==> config.mk <==
export PLATFORM = sky130hd
export DESIGN_NAME = mra_arbiter
export DESIGN_NICKNAME = d
export VERILOG_FILES = /design/src/hdl/mra_parity_lane.v /design/src/hdl/mra_arbiter.v
export VERILOG_INCLUDE_DIRS = /design/src /design/src/common
export SDC_FILE = /design/constraint.sdc
export NUM_CORES = 1
export LEC_CHECK = 0
export ABC_CLOCK_PERIOD_IN_PS = 2700
export BUFFER_PORTS_ARGS = -buffer_cell sky130_fd_sc_hd__buf_2
export CAP_MARGIN = 20
export CELL_PAD_IN_SITES_DETAIL_PLACEMENT = 0
export CELL_PAD_IN_SITES_GLOBAL_PLACEMENT = 2
export CORE_MARGIN = 3
export CORE_UTILIZATION = 30
export CTS_BUF_LIST = sky130_fd_sc_hd__clkbuf_4 sky130_fd_sc_hd__clkbuf_8
export DETAILED_ROUTE_END_ITERATION = 10
export PLACE_DENSITY = 0.88
export SYNTH_ARGS = -nofsm -noshare
export SYNTH_HDL_FRONTEND = slang
export SYNTH_SLANG_ARGS = --single-unit
==> constraint.sdc <==
create_clock -name CLOCK_I -period 2.7 [get_ports CLOCK_I]
set_input_delay 0.135 -clock CLOCK_I [delete_from_list [all_inputs] [get_ports CLOCK_I]]
set_output_delay 0.135 -clock CLOCK_I [all_outputs]
set_load 0.05 [all_outputs]
==> src/common/mra_defines.vh <==
// constants for the memory refresh and bus arbitration glue
`ifndef MRA_DEFINES_VH
`define MRA_DEFINES_VH
`define MRA_CLK_MHZ        50
`define MRA_REFRESH_US     15
`define MRA_REFRESH_CYC    ((`MRA_REFRESH_US) * (`MRA_CLK_MHZ))
`define MRA_ROW_W          8
`define MRA_ROW_LAST       8'hff
`define MRA_ROW_ZERO       8'h00
`define MRA_STROBE_CYC     4'h4
`define MRA_DMA_DIV        4'hc
`define MRA_PAGE_RESET     8'h00
`define MRA_ERR_BIT        7
`define MRA_ADDR_W         24
`define MRA_SYNC_IDLE      5'h10
`endif

==> src/hdl/mra_parity_lane.v <==
// even parity generation and checking for one memory byte lane
`timescale 1ns/1ps
module mra_parity_lane (
  // data and stored parity
  input  wire [7:0] data_i,
  input  wire       par_in_i,
  // parity outputs
  output wire       par_out_o,
  output wire       odd_o
);
  assign par_out_o = ^data_i;
  assign odd_o     = (^data_i) ^ par_in_i;
endmodule

==> src/hdl/mra_arbiter.v <==
// memory refresh engine, bus arbiter, DMA address glue and parity check
`timescale 1ns/1ps
`include "mra_defines.vh"
module mra_arbiter (
  // clock and reset
  input  wire        CLOCK_I,
  input  wire        RST_I,
  // refresh tick from interval timer, async pin
  input  wire        REFRESH_TICK_I,
  // processor hold handshake
  input  wire        CPU_HOLD_ACK_I,
  output reg         CPU_HOLD_REQUEST_O,
  // DMA side
  input  wire        DMA_HOLD_REQUEST_I,
  input  wire        DMA_WORD_MODE_I,
  input  wire [7:0]  CHANNEL_DMA_REQUEST_I,
  input  wire        DMA_UPPER_ADDR_STROBE_I,
  input  wire [7:0]  DMA_DATA_I,
  input  wire [15:0] DMA_ADDR_I,
  input  wire        IO_DEVICE_READY_I,
  output reg         DMA_GRANT_O,
  output reg  [7:0]  CHANNEL_DMA_ACK_O,
  output reg         DMA_READY_O,
  // system address and strobes
  output reg  [23:0] SYS_ADDR_O,
  output reg         SYS_ADDR_OE_O,
  output reg         SYS_MEM_READ_N_O,
  output reg         REFRESH_ACTIVE_O,
  // memory data and parity
  input  wire [15:0] MEM_DATA_BUS_I,
  input  wire        MEM_WRITE_I,
  input  wire        MEM_READ_I,
  input  wire        PARITY_BIT_IN_LO_I,
  input  wire        PARITY_BIT_IN_HI_I,
  output reg         PARITY_BIT_OUT_LO_O,
  output reg         PARITY_BIT_OUT_HI_O,
  output reg         PARITY_BIT_OE_O,
  // error reporting
  input  wire        EXT_MEM_CHECK_N_I,
  output reg         NMI_O,
  output reg         PARITY_ERROR_FLAG_O,
  // peripheral bus access to page register and status
  input  wire        PAGE_WRITE_I,
  input  wire        STATUS_READ_I,
  input  wire        ERROR_CLEAR_I,
  input  wire [7:0]  PERIPH_DATA_BUS_I,
  output reg  [7:0]  PERIPH_DATA_BUS_O,
  output reg         PERIPH_DATA_BUS_OE_O
);

  localparam ST_IDLE   = 5'b00001;
  localparam ST_HOLD   = 5'b00010;
  localparam ST_STROBE = 5'b00100;
  localparam ST_DONE   = 5'b01000;
  localparam ST_DMA    = 5'b10000;

  // pin synchronisers, first stage read only by the second
  reg [4:0] sync1_r;
  reg [4:0] sync2_r;
  // reset to the idle pin levels so no false edge follows reset
  always @(posedge CLOCK_I) begin
    if (RST_I) begin
      sync1_r <= `MRA_SYNC_IDLE;
      sync2_r <= `MRA_SYNC_IDLE;
    end else begin
      sync1_r <= {EXT_MEM_CHECK_N_I, IO_DEVICE_READY_I,
                  DMA_UPPER_ADDR_STROBE_I, CPU_HOLD_ACK_I,
                  REFRESH_TICK_I};
      sync2_r <= sync1_r;
    end
  end
  wire tick_s    = sync2_r[0];
  wire ack_s     = sync2_r[1];
  wire stb_s     = sync2_r[2];
  wire ready_s   = sync2_r[3];
  wire chk_n_s   = sync2_r[4];

  reg tick_d_r;
  always @(posedge CLOCK_I) begin
    if (RST_I)
      tick_d_r <= 1'b0;
    else
      tick_d_r <= tick_s;
  end
  wire tick_rise = tick_s & ~tick_d_r;

  // refresh tick latched until the row is done; a tick rising during a
  // refresh merges into it, ticks are far apart so none goes missing
  reg tick_pend_r;

  // lowest requesting channel of the active controller
  function [7:0] mra_pick;
    input [7:0] req;
    input       word;
    reg   [3:0] sub;
    begin
      sub = word ? req[7:4] : req[3:0];
      mra_pick = 8'h00;
      if (sub[0])
        mra_pick = word ? 8'h10 : 8'h01;
      else if (sub[1])
        mra_pick = word ? 8'h20 : 8'h02;
      else if (sub[2])
        mra_pick = word ? 8'h40 : 8'h04;
      else if (sub[3])
        mra_pick = word ? 8'h80 : 8'h08;
    end
  endfunction

  // status byte: only the error bit is defined, the rest read as zero
  function [7:0] mra_status;
    input err;
    begin
      mra_status = 8'h00;
      mra_status[`MRA_ERR_BIT] = err;
    end
  endfunction

  reg [4:0]               state_r;
  reg [4:0]               state_nxt;
  reg [`MRA_ROW_W-1:0]    row_r;
  reg [3:0]               strobe_cnt_r;
  reg [7:0]               page_r;
  reg [7:0]               upper_r;
  reg                     err_r;
  reg                     stb_d_r;
  reg                     word_r;

  // mode straight from the pin in the granting cycle, so ack and
  // address are right from the first granted cycle on
  wire word_now = (state_r == ST_IDLE) ? DMA_WORD_MODE_I : word_r;

  always @* begin
    state_nxt = state_r;
    case (state_r)
      ST_IDLE: begin
        // a pending tick beats a DMA request raised in the same cycle;
        // letting both wait would lock the bus with neither served
        if (tick_pend_r)
          state_nxt = ST_HOLD;
        else if (DMA_HOLD_REQUEST_I)
          state_nxt = ST_DMA;
      end
      ST_HOLD: begin
        if (ack_s)
          state_nxt = ST_STROBE;
      end
      ST_STROBE: begin
        if (strobe_cnt_r == `MRA_STROBE_CYC)
          state_nxt = ST_DONE;
      end
      ST_DONE: begin
        if (~ack_s)
          state_nxt = ST_IDLE;
      end
      ST_DMA: begin
        if (~DMA_HOLD_REQUEST_I)
          state_nxt = ST_IDLE;
      end
      default: state_nxt = ST_IDLE;
    endcase
  end

  always @(posedge CLOCK_I) begin
    if (RST_I) begin
      state_r      <= ST_IDLE;
      tick_pend_r  <= 1'b0;
      row_r        <= `MRA_ROW_ZERO;
      strobe_cnt_r <= 4'h0;
    end else begin
      state_r <= state_nxt;
      // a new tick wins over the clear at row completion
      if (tick_rise)
        tick_pend_r <= 1'b1;
      else if (state_r == ST_DONE)
        tick_pend_r <= 1'b0;
      if (state_r == ST_STROBE)
        strobe_cnt_r <= strobe_cnt_r + 4'h1;
      else
        strobe_cnt_r <= 4'h0;
      // step once per refresh strobe, wraps past the last row
      if (state_r == ST_STROBE && state_nxt == ST_DONE) begin
        if (row_r == `MRA_ROW_LAST)
          row_r <= `MRA_ROW_ZERO;
        else
          row_r <= row_r + 8'h01;
      end
    end
  end

  // arbiter outputs
  always @(posedge CLOCK_I) begin
    if (RST_I) begin
      CPU_HOLD_REQUEST_O <= 1'b0;
      REFRESH_ACTIVE_O   <= 1'b0;
      SYS_MEM_READ_N_O   <= 1'b1;
      DMA_GRANT_O        <= 1'b0;
      CHANNEL_DMA_ACK_O  <= 8'h00;
      word_r             <= 1'b0;
    end else begin
      CPU_HOLD_REQUEST_O <= (state_nxt == ST_HOLD) |
                            (state_nxt == ST_STROBE);
      REFRESH_ACTIVE_O   <= (state_nxt == ST_STROBE);
      SYS_MEM_READ_N_O   <= ~(state_nxt == ST_STROBE);
      DMA_GRANT_O        <= (state_nxt == ST_DMA);
      if (state_r == ST_IDLE)
        word_r <= DMA_WORD_MODE_I;
      if (state_nxt == ST_DMA)
        CHANNEL_DMA_ACK_O <= mra_pick(CHANNEL_DMA_REQUEST_I,
                                      word_now);
      else
        CHANNEL_DMA_ACK_O <= 8'h00;
    end
  end

  // page register and upper address latch
  always @(posedge CLOCK_I) begin
    if (RST_I) begin
      page_r  <= `MRA_PAGE_RESET;
      upper_r <= 8'h00;
      stb_d_r <= 1'b0;
    end else begin
      stb_d_r <= stb_s;
      if (PAGE_WRITE_I)
        page_r <= PERIPH_DATA_BUS_I;
      if (stb_s)
        upper_r <= DMA_DATA_I;
    end
  end

  // address drive, refresh row gated only during refresh
  always @(posedge CLOCK_I) begin
    if (RST_I) begin
      SYS_ADDR_O    <= 24'h000000;
      SYS_ADDR_OE_O <= 1'b0;
    end else begin
      if (state_nxt == ST_STROBE) begin
        SYS_ADDR_O    <= {16'h0000, row_r};
        SYS_ADDR_OE_O <= 1'b1;
      end else if (state_nxt == ST_DMA) begin
        SYS_ADDR_OE_O <= 1'b1;
        // word mode: A0 held low, page bit 0 has no address line left
        if (word_now)
          SYS_ADDR_O <= {page_r[7:1], upper_r,
                         DMA_ADDR_I[7:0], 1'b0};
        else
          SYS_ADDR_O <= {page_r, upper_r, DMA_ADDR_I[7:0]};
      end else begin
        SYS_ADDR_O    <= 24'h000000;
        SYS_ADDR_OE_O <= 1'b0;
      end
    end
  end

  // DMA wait flip-flop: ready low between cycles until device ready
  always @(posedge CLOCK_I) begin
    if (RST_I)
      DMA_READY_O <= 1'b0;
    else if (state_r != ST_DMA)
      DMA_READY_O <= 1'b0;
    else if (ready_s)
      DMA_READY_O <= 1'b1;
    else if (stb_s & ~stb_d_r)
      DMA_READY_O <= 1'b0;
  end

  // parity lanes, lane 0 on data bits 7:0, lane 1 on bits 15:8
  wire [1:0] par_lane;
  wire [1:0] odd_lane;
  wire [1:0] par_in_lane = {PARITY_BIT_IN_HI_I, PARITY_BIT_IN_LO_I};
  genvar g;
  generate
    for (g = 0; g < 2; g = g + 1) begin : g_lane
      mra_parity_lane mra_parity_lane_inst (
        .data_i    (MEM_DATA_BUS_I[g*8 +: 8]),
        .par_in_i  (par_in_lane[g]),
        .par_out_o (par_lane[g]),
        .odd_o     (odd_lane[g])
      );
    end
  endgenerate

  always @(posedge CLOCK_I) begin
    if (RST_I) begin
      PARITY_BIT_OUT_LO_O <= 1'b0;
      PARITY_BIT_OUT_HI_O <= 1'b0;
      PARITY_BIT_OE_O     <= 1'b0;
      err_r               <= 1'b0;
      NMI_O               <= 1'b0;
      PARITY_ERROR_FLAG_O <= 1'b0;
    end else begin
      PARITY_BIT_OUT_LO_O <= par_lane[0];
      PARITY_BIT_OUT_HI_O <= par_lane[1];
      // only writes store parity, reads discard it
      PARITY_BIT_OE_O     <= MEM_WRITE_I;
      // an error in the cycle of a clear keeps the latch set
      if (MEM_READ_I & (odd_lane[0] | odd_lane[1]))
        err_r <= 1'b1;
      else if (ERROR_CLEAR_I)
        err_r <= 1'b0;
      PARITY_ERROR_FLAG_O <= err_r;
      NMI_O <= err_r | ~chk_n_s;
    end
  end

  // status buffer onto peripheral bus
  always @(posedge CLOCK_I) begin
    if (RST_I) begin
      PERIPH_DATA_BUS_O    <= 8'h00;
      PERIPH_DATA_BUS_OE_O <= 1'b0;
    end else begin
      PERIPH_DATA_BUS_O    <= mra_status(err_r);
      PERIPH_DATA_BUS_OE_O <= STATUS_READ_I;
    end
  end

endmodule

; ---- Word-level counts from Yosys, hierarchy flattened
; Index checks and enable logic that the tools add are counted.
[totals]
latch_bits = 0
ram_bits = 0
elab_cells = 95
memories = 0
romBits = 0
in_bits = 72
regBits = 99
output_inout_bits = 52
[classes]
n_eq_ne = 12
bitwise = 14
addsub = 2
n_reduce_logical = 10
mul = 0
div_mod_pow = 0
n_shift = 0
mux = 29
magnitude_cmp = 0
[ops]
columns = op, n
row1 = 8-bit two-way mux, 8
row2 = 5-bit two-way mux, 7
row3 = 5-bit case mux with 5 select lines, 1
row4 = 17-bit two-way mux, 1
row5 = 8-bit parity, 2
row6 = "5-bit by 2-bit == test with 1-bit output, second input constant", 2
row7 = "5-bit by 3-bit == test with 1-bit output, second input constant", 2
row8 = "5-bit by 4-bit == test with 1-bit output, second input constant", 2
row9 = "5-bit == test, second input constant", 2
row10 = 1-bit two-way mux, 9
row11 = "8-bit by 1-bit adder with 8-bit output, second input constant", 1
row12 = "8-bit == test, second input constant", 1
row13 = 7-bit two-way mux, 1
row14 = 6-bit two-way mux, 1
row15 = 1-bit inverter, 6
row16 = 2-bit nonzero test, 3
row17 = 2-bit OR reduction, 3
row18 = "5-bit by 1-bit == test with 1-bit output, second input constant", 1
row19 = "5-bit inequality test, second input constant", 1
row20 = "4-bit by 1-bit adder with 4-bit output, second input constant", 1
row21 = "4-bit by 3-bit == test with 1-bit output, second input constant", 1
row22 = 4-bit two-way mux, 1
row23 = 1-bit bitwise AND, 3
row24 = 1-bit OR, 3
row25 = other kinds (3), 4

; ---- Depth between registers and ports, before layout
; Gate-level depths: netlist of run 1.
[depth]
ltp_word = 7
mapped_depth = 8
ltp_nobuf = 7

; ---- Cells and area by module
; Synthesis of run 1 repeated with hierarchy kept, for this count alone.
[hier_totals]
cells_unflattened = 402
area_unflattened_um2 = 3857.4
[modules_own_cells]
columns = module, cells_each, n_inst, area_each_um2, seq_area_each_um2
row1 = mra_arbiter, 386, 1, 3689.8, 1841.8
row2 = mra_parity_lane, 8, 2, 83.8, 0.0

; ---- Worst setup path after synthesis of run 1
; OpenSTA, ideal clock, no wires.
[synth_path]
path_kind = register to register
from = register state_r[1]
to = register SYS_ADDR_O[5]
path_stages_with_launch = 7
required_time_ns = 2.576
setup_time_ns = 0.124
slack_ns = 0.591
synth_period_minus_slack_ns = 2.109
path_buffers = 1
t_arrival_ns = 1.985
path_cell_list = dfxtp_1 > or3_1 > nor3b_2 > mux2i_1 > buf_2 > mux2i_1 > o22ai_1
[synth_via]
elab_chain_len = 6
word_cells_on_any_way = 18
classes_between = eq/ne (7) / mux (11)
[synth_rtl]
columns = element, line
row1 = "start, declared", mra_arbiter.v:119  ; reg [4:0] state_r;
row2 = "start signal, assigned", mra_arbiter.v:171  ; state_r <= state_nxt;
row3 = 5-bit two-way mux, mra_arbiter.v:141  ; else if (DMA_HOLD_REQUEST_I)
row4 = 5-bit two-way mux, mra_arbiter.v:139  ; if (tick_pend_r)
row5 = 5-bit case mux with 5 select lines, mra_arbiter.v:135  ; case (state_r)
row6 = 5-bit == test, mra_arbiter.v:240  ; end else if (state_nxt == ST_DMA) begin
row7 = 8-bit two-way mux, mra_arbiter.v:240
row8 = 8-bit two-way mux (*), mra_arbiter.v:237  ; if (state_nxt == ST_STROBE) begin
row9 = "end signal, assigned", mra_arbiter.v:238  ; SYS_ADDR_O <= {16'h0000, row_r};
row10 = "end signal, assigned", mra_arbiter.v:244  ; SYS_ADDR_O <= {page_r[7:1], upper_r,
row11 = "end signal, assigned", mra_arbiter.v:247  ; SYS_ADDR_O <= {page_r, upper_r, DMA_ADDR_I[7:0]};
row12 = "end, declared", mra_arbiter.v:25  ; output reg [23:0] SYS_ADDR_O,
; Every way passes the cells marked *; elsewhere a longest branch is shown, timed or not.
; A chain may end at the register's enable or synchronous reset.

; ---- Worst setup path in the final report of run 1
[layout_path]
from = register state_r[2]
to = register SYS_ADDR_O[5]
; Same word-level chain as after synthesis.

==> results_dict.tcl, run 1 <==
set metrics [dict create \
    max_cap_violations 0 \
    dieArea_um2 12800 \
    finClkSkew_ps 18.22 \
    outcome "finished clean" \
    power_density_nw_per_um2 654.1 \
    grt_pass1_vias 2708 \
    slew_headroom_pct 56.71 \
    end_kind "register" \
    clk_pin_slew_ps 100 \
    yosysWarnings 0 \
    place.port_buffers 108 \
    grt_pass1_wl_um 12650 \
    postCtsSetupBuffers 0 \
    cp.arrival_ps 2460 \
    p_int_mw 2.156 \
    postRouteAntennaNets 0 \
    max_stage_delay_ps 430 \
    comb_power_share_pct 17.5 \
    firstDrtPassIters 4 \
    drt_wl_total_um 7669 \
    diodes 0 \
    min_from "PERIPH_DATA_BUS_I[0]" \
    synthDominantCellAreaShare_pct 53.47 \
    clock_path_buffers 2 \
    p_seq_share_pct 48.4 \
    vias_per_cell 4.435 \
    die_h_um 113.2 \
    grt_max_degree 24 \
    power.ir.vdd_worst_v 0.0003926 \
    cts_tree "done" \
    drv_slew 0 \
    yosys-top-cells-area "dfxtp_1, mux2i_1, nor2_1" \
    yosysUniqueCellTypes 45 \
    synthArstFlopShare_pct 0 \
    fp.dieW_um 113.2 \
    synth_most_common_cell "dfxtp_1" \
    finalCriticalPeriod_ps 2221 \
    leakage_nw 2.042 \
    ys_ff_latch 92 \
    period_share_pct 82.25 \
    synthCells 338 \
    boundaryPins 124 \
    syn_to_final_growth_pct 32.76 \
    drt_iter0_markers 92 \
    place_congestion 0.8002 \
    hold_class "input pin to register" \
    synth_commonest_cells "dfxtp_1, nor2_1, mux2i_1" \
    synth_flop_cell "dfxtp_1" \
    h-tree-depth 3 \
    crit_path_max_fanout 9 \
    syn_area_um2 3445 \
    fin_hold_ws_ps 19.87 \
    grt.overflow.total 0 \
    core_um2 11030 \
    cts.sinks 92 \
    rows 38 \
    rsz0062_at_grt "false" \
    start_util_pct 31.23 \
    max_freq_mhz 450.3 \
    place_hpwl_um 5625 \
    synth_largest_area_cell "dfxtp_1" \
    swShare_pct 27.92 \
    routedWlPerCell_um 12.49 \
    drc 0 \
    seq_area_frac_synth_pct 53.47 \
    pwr-share-clk_pct 34.1 \
    fin_nets 544 \
    critPathLaunchType "register" \
    cp-startpoint "state_r[2]" \
    rr_startpoint "state_r[2]" \
    antenna_found_initial 0 \
    cts.repair.resized 0 \
    fin_setup_tns_ps 0 \
    layout-drive-gt1-share_pct 28.90 \
    hold_violations 0 \
    tightest_slew_ps 644.4 \
    r2r_slack_ps 480 \
    numCtsBuffers 9 \
    worstSkewPairLatency_ps 360 \
    p_sw_uw 835.1 \
    grt_usage_pct 12.34 \
    syn_area_per_cell_um2 10.19 \
    synth_edf_count 0 \
    crit_type "register to register" \
    cts_root_buffer "clkbuf_8" \
    via_count 2723 \
    slowest_stage "or3_1" \
    required_ps 2940 \
    path_cells "or3_1, nor3b_2, mux2i_4, buf_4, mux2i_1, o22ai_1" \
    finalSetupViolations 0 \
]
[sequential cells by signal, indices dropped and copies added, names as in the netlist, 4 cells and up]
register	flops
SYS_ADDR_O	24
sync1_r	5
upper_r	8
strobe_cnt_r	4
sync2_r	5
CHANNEL_DMA_ACK_O	8
row_r	8
state_r	5
page_r	8
[cells by family (layout without fill, tap and decap cells)]
logic type / after synthesis / in the layout / synth area share [%]
multiplexers: 33 / 33 / 9.590
XOR/XNOR: 21 / 21 / 6.212
flip-flops: 92 / 92 / 53.47
other: 1 / 7 / 0.1089
AND/OR/NAND/NOR: 120 / 120 / 18.82
buffers and inverters: 33 / 163 / 4.650
AO/OA/AOI/OAI: 35 / 35 / 6.067
adder cells (fa/ha/maj): 3 / 3 / 1.090
[metrics by stage]
step | setup WS, ps | area [µm²] | power [mW] | utilization (%) | std cells
after floorplan | 591.0 | 3467 | 1.849 | - | 344
after global placement | 506.9 | 4110 | 1.974 | 37.26 | 574
after detailed placement | 497.5 | 4110 | 1.980 | 37.26 | 574
after CTS | 465.0 | 4573 | 3.032 | 41.46 | 614
after global routing | 339.4 | 4573 | 3.137 | 41.46 | 614
final | 479.2 | 4573 | 2.991 | 41.46 | 614
[worst max-delay path: cells and delay by family (launching register included)]
kind / cells / cell delay (ps)
AO/OA/AOI/OAI: 1 / 80
buffers and inverters: 1 / 260
flip-flops: 1 / 380
multiplexers: 2 / 620
AND/OR/NAND/NOR: 2 / 750
[final cells by class]
type                    count  area [µm²]
repair buffers            137       818.3
clock buffers               9       123.9
inverters                  10       37.54
multi-input cells         219        1478
flip-flops and latches     92        1842
well taps                 140       175.2
clock inverters             7       98.84
fillers                  1111        6457
[metal layers]
metal / global-route usage (%) / vias up / part of all wire, %
met2: 20.62 / 106 / 47
met4: 4.167 / 0 / 1.4
met3: 4.599 / 10 / 8.4
met5: 0 / - / 0
li1: - / 1378 / -
met1: 14.61 / 1229 / 43
[what timing repair did]
item,4_1_cts,5_1_grt
endpoints found under the hold margin,24,0
endpoints found under the setup margin,0,0
hold buffers,24,0
[final timing paths]
path | endpoint | depth (start not counted)
setup / recovery | SYS_ADDR_O[5] | 6
hold / removal | page_r[0] | 3
setup reg to reg | SYS_ADDR_O[5] | 6
hold reg to reg | NMI_O | 1
[power groups by stage]
stage	Combinational, mW	Clock [mW]	Sequential [mW]
after floorplan	0.268	0	1.58
after global placement	0.497	0	1.48
after detailed placement	0.501	0	1.48
after CTS	0.529	1.06	1.45
after global routing	0.569	1.11	1.46
final	0.523	1.02	1.45
[cells in the final DEF (no fill, tap or decap), types with 2 or more instances in the layout]
| cell | Yosys | layout |
|---|---|---|
| nor3_1 | 4 | 4 |
| clkbuf_8 | 0 | 9 |
| bufinv_16 | 0 | 2 |
| dlygate4sd3_1 | 0 | 24 |
| and3_1 | 2 | 2 |
| xnor2_1 | 16 | 16 |
| inv_1 | 10 | 10 |
| or3_1 | 6 | 6 |
| buf_4 | 8 | 5 |
| mux2i_1 | 33 | 32 |
| nor2_1 | 43 | 43 |
| clkinvlp_4 | 0 | 4 |
| a311oi_1 | 2 | 2 |
| or2_2 | 2 | 2 |
| nand2_1 | 14 | 14 |
| o21ai_1 | 2 | 2 |
| or3b_1 | 2 | 2 |
| nor2b_1 | 15 | 15 |
| and2_1 | 9 | 9 |
| nand3b_1 | 2 | 2 |
| a21oi_1 | 11 | 11 |
| o22ai_1 | 2 | 2 |
| nor4b_2 | 2 | 2 |
| dfxtp_1 | 92 | 92 |
| o21ai_0 | 10 | 10 |
| nand3_1 | 5 | 5 |
| xor2_1 | 3 | 3 |
| and3b_1 | 2 | 2 |
| conb_1 | 1 | 7 |
| xor3_1 | 2 | 2 |
| nand4_1 | 2 | 2 |
| buf_2 | 5 | 108 |
| nand2b_1 | 4 | 4 |
| ha_1 | 3 | 3 |
No activity file was read; power rests on OpenSTA's default activity.
==> inputs of run 2 (changes only) <==
--- a/config.mk
+++ b/config.mk
@@ -6,7 +6,7 @@
 export SDC_FILE = /design/constraint.sdc
 export NUM_CORES = 1
 export LEC_CHECK = 0
-export ABC_CLOCK_PERIOD_IN_PS = 2700
+export ABC_CLOCK_PERIOD_IN_PS = 2300
 export BUFFER_PORTS_ARGS = -buffer_cell sky130_fd_sc_hd__buf_2
 export CAP_MARGIN = 20
 export CELL_PAD_IN_SITES_DETAIL_PLACEMENT = 0
==> constraint.sdc (replaced) <==
create_clock -name CLOCK_I -period 2.3 [get_ports CLOCK_I]
set_input_delay 0.115 -clock CLOCK_I [delete_from_list [all_inputs] [get_ports CLOCK_I]]
set_output_delay 0.115 -clock CLOCK_I [all_outputs]
set_load 0.05 [all_outputs]
==> results_dict.tcl, run 2 (same netlist as run 1, synthesis figures left out) <==
set metrics [dict create \
    path_delay_family "simple AND/OR/NAND/NOR gates" \
    tightest_slew_ps 568.4 \
    worstSkewPairLatency_ps 350 \
    final_common_cell "buf_2" \
    max_cap_violations 0 \
    crit_path_max_fanout 24 \
    clk_pin_slew_ps 90 \
    grt.overflow.total 0 \
    via_count 2715 \
    leakage_nw 2.098 \
    power_density_nw_per_um2 759.5 \
    critPathBufInv 1 \
    max_stage_delay_ps 440 \
    grt_pass1_vias 2763 \
    p_int_mw 2.554 \
    end_kind "register" \
    p_sw_uw 984.0 \
    path_cells "or3_1, nor3b_2, mux2i_4, buf_12, nor4b_2, and3b_1" \
    start_util_pct 31.23 \
    place_congestion 0.7914 \
    rr_startpoint "state_r[1]" \
    cts.sinks 92 \
    drc 0 \
    crit_type "register to register" \
    syn_to_final_growth_pct 35.23 \
    finClkSkew_ps 8.966 \
    grt_usage_pct 12.60 \
    place.port_buffers 108 \
    required_ps 2590 \
    boundaryPins 124 \
    outcome "finished clean" \
    regMostFlops "SYS_ADDR_O" \
    r2r_slack_ps 150 \
    postRouteAntennaNets 0 \
    cts_tree "done" \
    swShare_pct 27.81 \
    period_share_pct 93.56 \
    h-tree-depth 3 \
    comb_power_share_pct 18.1 \
    slew_headroom_pct 62.06 \
    fin_nets 552 \
    max_freq_mhz 464.7 \
    die_h_um 113.2 \
    clock_path_buffers 2 \
    power.ir.vdd_worst_v 0.0004369 \
    r2r_end "CHANNEL_DMA_ACK_O[3]" \
    cts_root_buffer "clkbuf_8" \
    hold_class "input pin to register" \
    finalPower_mw 3.538 \
    hold_depth 3 \
    firstDrtPassIters 4 \
    rsz0062_at_grt "false" \
    dieArea_um2 12800 \
    drt_wl_total_um 7819 \
    drt_iter0_markers 96 \
    cp_num_cells 6 \
    finalSetupViolations 0 \
    fp.dieW_um 113.2 \
    cp-startpoint "state_r[1]" \
    grt_pass1_wl_um 12960 \
    core_um2 11030 \
    antenna_found_initial 0 \
    grt_max_degree 46 \
    slowest_stage "or3_1" \
    p_seq_share_pct 47.9 \
    finalCriticalPeriod_ps 2152 \
    numCtsBuffers 9 \
    cts.repair.resized 0 \
    cp.arrival_ps 2450 \
    rows 38 \
    critPathLaunchType "register" \
    place_hpwl_um 5577 \
    final_cell_mix "buf_2, dfxtp_1, nor2_1" \
    drv_slew 0 \
    crit_end "CHANNEL_DMA_ACK_O[3]" \
    vias_per_cell 4.365 \
    layout-drive-gt1-share_pct 29.05 \
    pwr-share-clk_pct 34.0 \
    largest_reg_flops 24 \
    reg2reg_depth 6 \
    hold_violations 0 \
    fin_setup_tns_ps 0 \
    fin_hold_ws_ps 17.99 \
    diodes 0 \
    routedWlPerCell_um 12.57 \
    postCtsSetupBuffers 0 \
]
run 2: final cells by class:
type	count	area, µm²
Fill cell	1128	6372
Timing Repair Buffer	145	903.4
Sequential cell	92	1842
Tap cell	140	175.2
Multi-Input combinational cell	219	1478
Inverter	10	37.54
Clock inverter	7	98.84
Clock buffer	9	123.9
run 2: layer usage:
layer | part of all wire (%) | wire, µm | global-route usage, %
met1 | 43 | 3369 | 14.74
met2 | 48 | 3735 | 21.64
met3 | 8.2 | 638 | 4.920
met4 | 0.97 | 76 | 3.205
met5 | 0 | 0 | 0
run 2: worst reg2reg max path: stages, from the launching register on:
cell and delay, ps:
dfxtp_1 360, or3_1 440, nor3b_2 320, mux2i_4 300
buf_12 210, nor4b_2 280, and3b_1 190
run 2: stage by stage:
step                      instance area (µm²)  std cells  worst slack, ps  util, %
after floorplan                          3467        344            191.0        -
after global placement                   4145        577            185.7    37.58
after detailed placement                 4145        577            161.4    37.58
after CTS                                4658        622            128.6    42.23
after global routing                     4658        622            40.17    42.23
final                                    4658        622            148.1    42.23
run 2: how the worst min path moves through the flow:
| stage | startpoint | end | slack, ps |
|---|---|---|---|
| after floorplan | CHANNEL_DMA_REQUEST_I[4] | CHANNEL_DMA_ACK_O[5] | 190 |
| after global placement | EXT_MEM_CHECK_N_I | sync1_r[4] | 300 |
| after detailed placement | EXT_MEM_CHECK_N_I | sync1_r[4] | 310 |
| after CTS | DMA_DATA_I[1] | upper_r[1] | 6 |
| after global routing | DMA_ADDR_I[0] | SYS_ADDR_O[0] | 8 |
| final | DMA_DATA_I[1] | upper_r[1] | 20 |
run 2: repair_timing:
action | 4_1_cts | 5_1_grt
endpoints found under the hold margin | 28 | 0
hold buffers | 29 | 0
endpoints found under the setup margin | 0 | 0
run 2: power by group through the flow:
stage,combinational (mW),sequential (mW),clock (mW)
global placement,0.599,1.73,0
global route,0.694,1.70,1.32
floorplan,0.314,1.86,0
CTS,0.648,1.70,1.24
detailed placement,0.607,1.73,0
finish,0.642,1.69,1.20
==> inputs of run 3 (changes only) <==
--- a/config.mk
+++ b/config.mk
@@ -12,10 +12,11 @@
 export CELL_PAD_IN_SITES_DETAIL_PLACEMENT = 0
 export CELL_PAD_IN_SITES_GLOBAL_PLACEMENT = 2
 export CORE_MARGIN = 3
-export CORE_UTILIZATION = 30
+export CORE_UTILIZATION = 31
 export CTS_BUF_LIST = sky130_fd_sc_hd__clkbuf_4 sky130_fd_sc_hd__clkbuf_8
 export DETAILED_ROUTE_END_ITERATION = 10
-export PLACE_DENSITY = 0.88
+export PLACE_DENSITY = 0.89
 export SYNTH_ARGS = -nofsm -noshare
 export SYNTH_HDL_FRONTEND = slang
+export SYNTH_HIERARCHICAL = 1
 export SYNTH_SLANG_ARGS = --single-unit
==> results_dict.tcl, run 3 <==
set metrics [dict create \
    hold_violations 0 \
    layout-drive-gt1-share_pct 26.99 \
    die_h_um 117.6 \
    p_int_mw 2.464 \
    synthDominantCellAreaShare_pct 47.75 \
    h-tree-depth 3 \
    period_share_pct 83.91 \
    cts.sinks 92 \
    hold_depth 3 \
    syn_area_um2 3857 \
    seq_area_frac_synth_pct 47.75 \
    rows 40 \
    synth_compound_area_share_pct 12.07 \
    r2r_slack_ps 370 \
    largest_reg_flops 24 \
    drv_slew 0 \
    syn_area_per_cell_um2 9.596 \
    finalNonFillerCells 709 \
    synth_flop_cell "dfxtp_1" \
    n_fill_cell 1245 \
    yosysUniqueCellTypes 56 \
    p_seq_share_pct 48.7 \
    rr_startpoint "state_r[1]" \
    end_kind "register" \
    boundaryPins 124 \
    vias_per_cell 4.544 \
    rsz0062_at_grt "false" \
    drt_wl_total_um 9393 \
    synthCells 402 \
    yosys-top-cells-area "dfxtp_1, mux2i_1, nor2_1" \
    firstDrtPassIters 4 \
    grt_pass1_wl_um 15500 \
    power.ir.vdd_worst_v 0.0003625 \
    place.port_buffers 108 \
    postRouteAntennaNets 0 \
    fin_nets 611 \
    place_congestion 0.8172 \
    clock_path_buffers 2 \
    yosysWarnings 6 \
    grt_pass1_vias 3196 \
    leakage_nw 2.179 \
    postCtsSetupBuffers 0 \
    p_sw_mw 1.029 \
    finalSetupViolations 0 \
    grt_usage_pct 13.78 \
    synth_top_family_by_area "simple AND/OR/NAND/NOR gates" \
    synth_xor_xnor_area_share_pct 5.482 \
    cp.arrival_ps 2210 \
    via_count 3222 \
    finClkSkew_ps 10.53 \
    core_um2 12110 \
    r2r_end "CHANNEL_DMA_ACK_O[3]" \
    drc 0 \
    slew_headroom_pct 64.03 \
    routedWlPerCell_um 13.25 \
    reg2reg_depth 4 \
    synth_largest_area_cell "dfxtp_1" \
    layout_setup_ws_ps 370.1 \
    dieArea_um2 13820 \
    grt_max_degree 33 \
    placed_area_um2 4496 \
    synth_fa_ha_area_share_pct 0.9731 \
    syn_to_final_growth_pct 30.85 \
    clk_pin_slew_ps 90 \
    diodes 0 \
    final_common_cell "buf_2" \
    finalCriticalPeriod_ps 1930 \
    dp_slack_ps 389.7 \
    tightest_slew_ps 538.9 \
    ctsHoldBuffers 35 \
    worstSkewPairLatency_ps 370 \
    grt.overflow.total 0 \
    max_cap_violations 0 \
    synth_simple_gate_area_share_pct 23.94 \
    dp_cells 658 \
    fin_setup_tns_ps 0 \
    place_hpwl_um 6494 \
    synthArstFlopShare_pct 0 \
    synth_most_common_cell "dfxtp_1" \
    fp.dieW_um 117.6 \
    synth.mux.area_fraction_pct 4.152 \
    regMostFlops "SYS_ADDR_O" \
    antenna_found_initial 0 \
    final_util_pct 41.67 \
    swShare_pct 29.47 \
    critPathLaunchType "register" \
    synth_commonest_cells "dfxtp_1, nor2_1, a21oi_1, nand2b_1, nand2_1" \
    required_ps 2580 \
    crit_path_max_fanout 12 \
    start_util_pct 31.85 \
    min_from "DMA_ADDR_I[7]" \
    hold_class "input pin to register" \
    synth_edf_count 0 \
    ys_ff_latch 92 \
    cts_tree "done" \
    whs_endpoint "SYS_ADDR_O[8]" \
    pwr-share-clk_pct 31.5 \
    cts.repair.resized 0 \
    crit_type "register to register" \
    final_cell_mix "buf_2, dfxtp_1, nor2_1" \
    numCtsBuffers 9 \
    drt_iter0_markers 214 \
    max_freq_mhz 518.2 \
    stdcell_area_um2 5047 \
    cts_root_buffer "clkbuf_8" \
    comb_power_share_pct 19.8 \
    outcome "finished clean" \
    power_density_nw_per_um2 692.1 \
]
run 3: changes by cell type after synthesis, sizes merged, moves of 8 or more:
cell	change
nand2b	+17
a21oi	+11
mux2i	-17
buf	+8
nand3	+11
a22oi	+10
run 3: layer usage:
layer | part of all wire (%) | wire, µm | up-vias | global-route usage, %
met1 | 43 | 3996 | 1483 | 16.86
met3 | 5.5 | 520 | 12 | 4.181
met4 | 1.8 | 165 | 0 | 4.982
met5 | 0 | 0 | - | 0
li1 | - | - | 1630 | -
met2 | 50 | 4711 | 97 | 22.98
run 3: power groups by stage:
stage / Clock [mW] / Combinational [mW] / Sequential [mW]
after CTS: 1.15 / 0.695 / 1.70
after detailed placement: 0 / 0.645 / 1.74
final: 1.10 / 0.692 / 1.70
after global placement: 0 / 0.637 / 1.74
after global routing: 1.20 / 0.750 / 1.71
after floorplan: 0 / 0.378 / 1.85
run 3: cell families (layout without fill, tap and decap cells):
group                    after synthesis  in the layout
adder cells (fa/ha/maj)                3              3
other                                  1              7
AND/OR/NAND/NOR                      158            158
XOR/XNOR                              21             21
buffers and inverters                 41            174
multiplexers                          16             16
flip-flops                            92             92
AO/OA/AOI/OAI                         70             70
run 3: worst max path at each step:
stage / to / cells after the start / start / slack (ps)
after floorplan: CHANNEL_DMA_ACK_O[5] / 6 / state_r[2] / 750
after global placement: CHANNEL_DMA_ACK_O[3] / 4 / state_r[1] / 420
after detailed placement: CHANNEL_DMA_ACK_O[3] / 4 / state_r[0] / 390
after CTS: CHANNEL_DMA_ACK_O[3] / 4 / state_r[0] / 360
after global routing: CHANNEL_DMA_ACK_O[3] / 4 / state_r[0] / 200
final: CHANNEL_DMA_ACK_O[3] / 4 / state_r[1] / 370
run 3: cell type report:
class / count / area (µm²) / share of cell area, %
Inverter: 9 / 33.78 / 0.6693
Clock inverter: 6 / 63.81 / 1.264
Timing Repair Buffer: 149 / 935.9 / 18.54
Tap cell: 168 / 210.2 / 4.165
Clock buffer: 10 / 137.6 / 2.727
Sequential cell: 92 / 1842 / 36.49
Multi-Input combinational cell: 275 / 1824 / 36.14
run 3: through the flow:
stage	hold WS, ps	total power, mW
finish	53.47	3.493
global route	42.63	3.667
CTS	28.89	3.548
detailed placement	304.0	2.384
global placement	298.2	2.374
floorplan	185.6	2.226
run 3: critical path, cell delays in order, from the launching register on:
cell	delay, ps
dfxtp_1	560
nor2b_4	160
and3_1	310
or4_4	580
nor4b_2	240
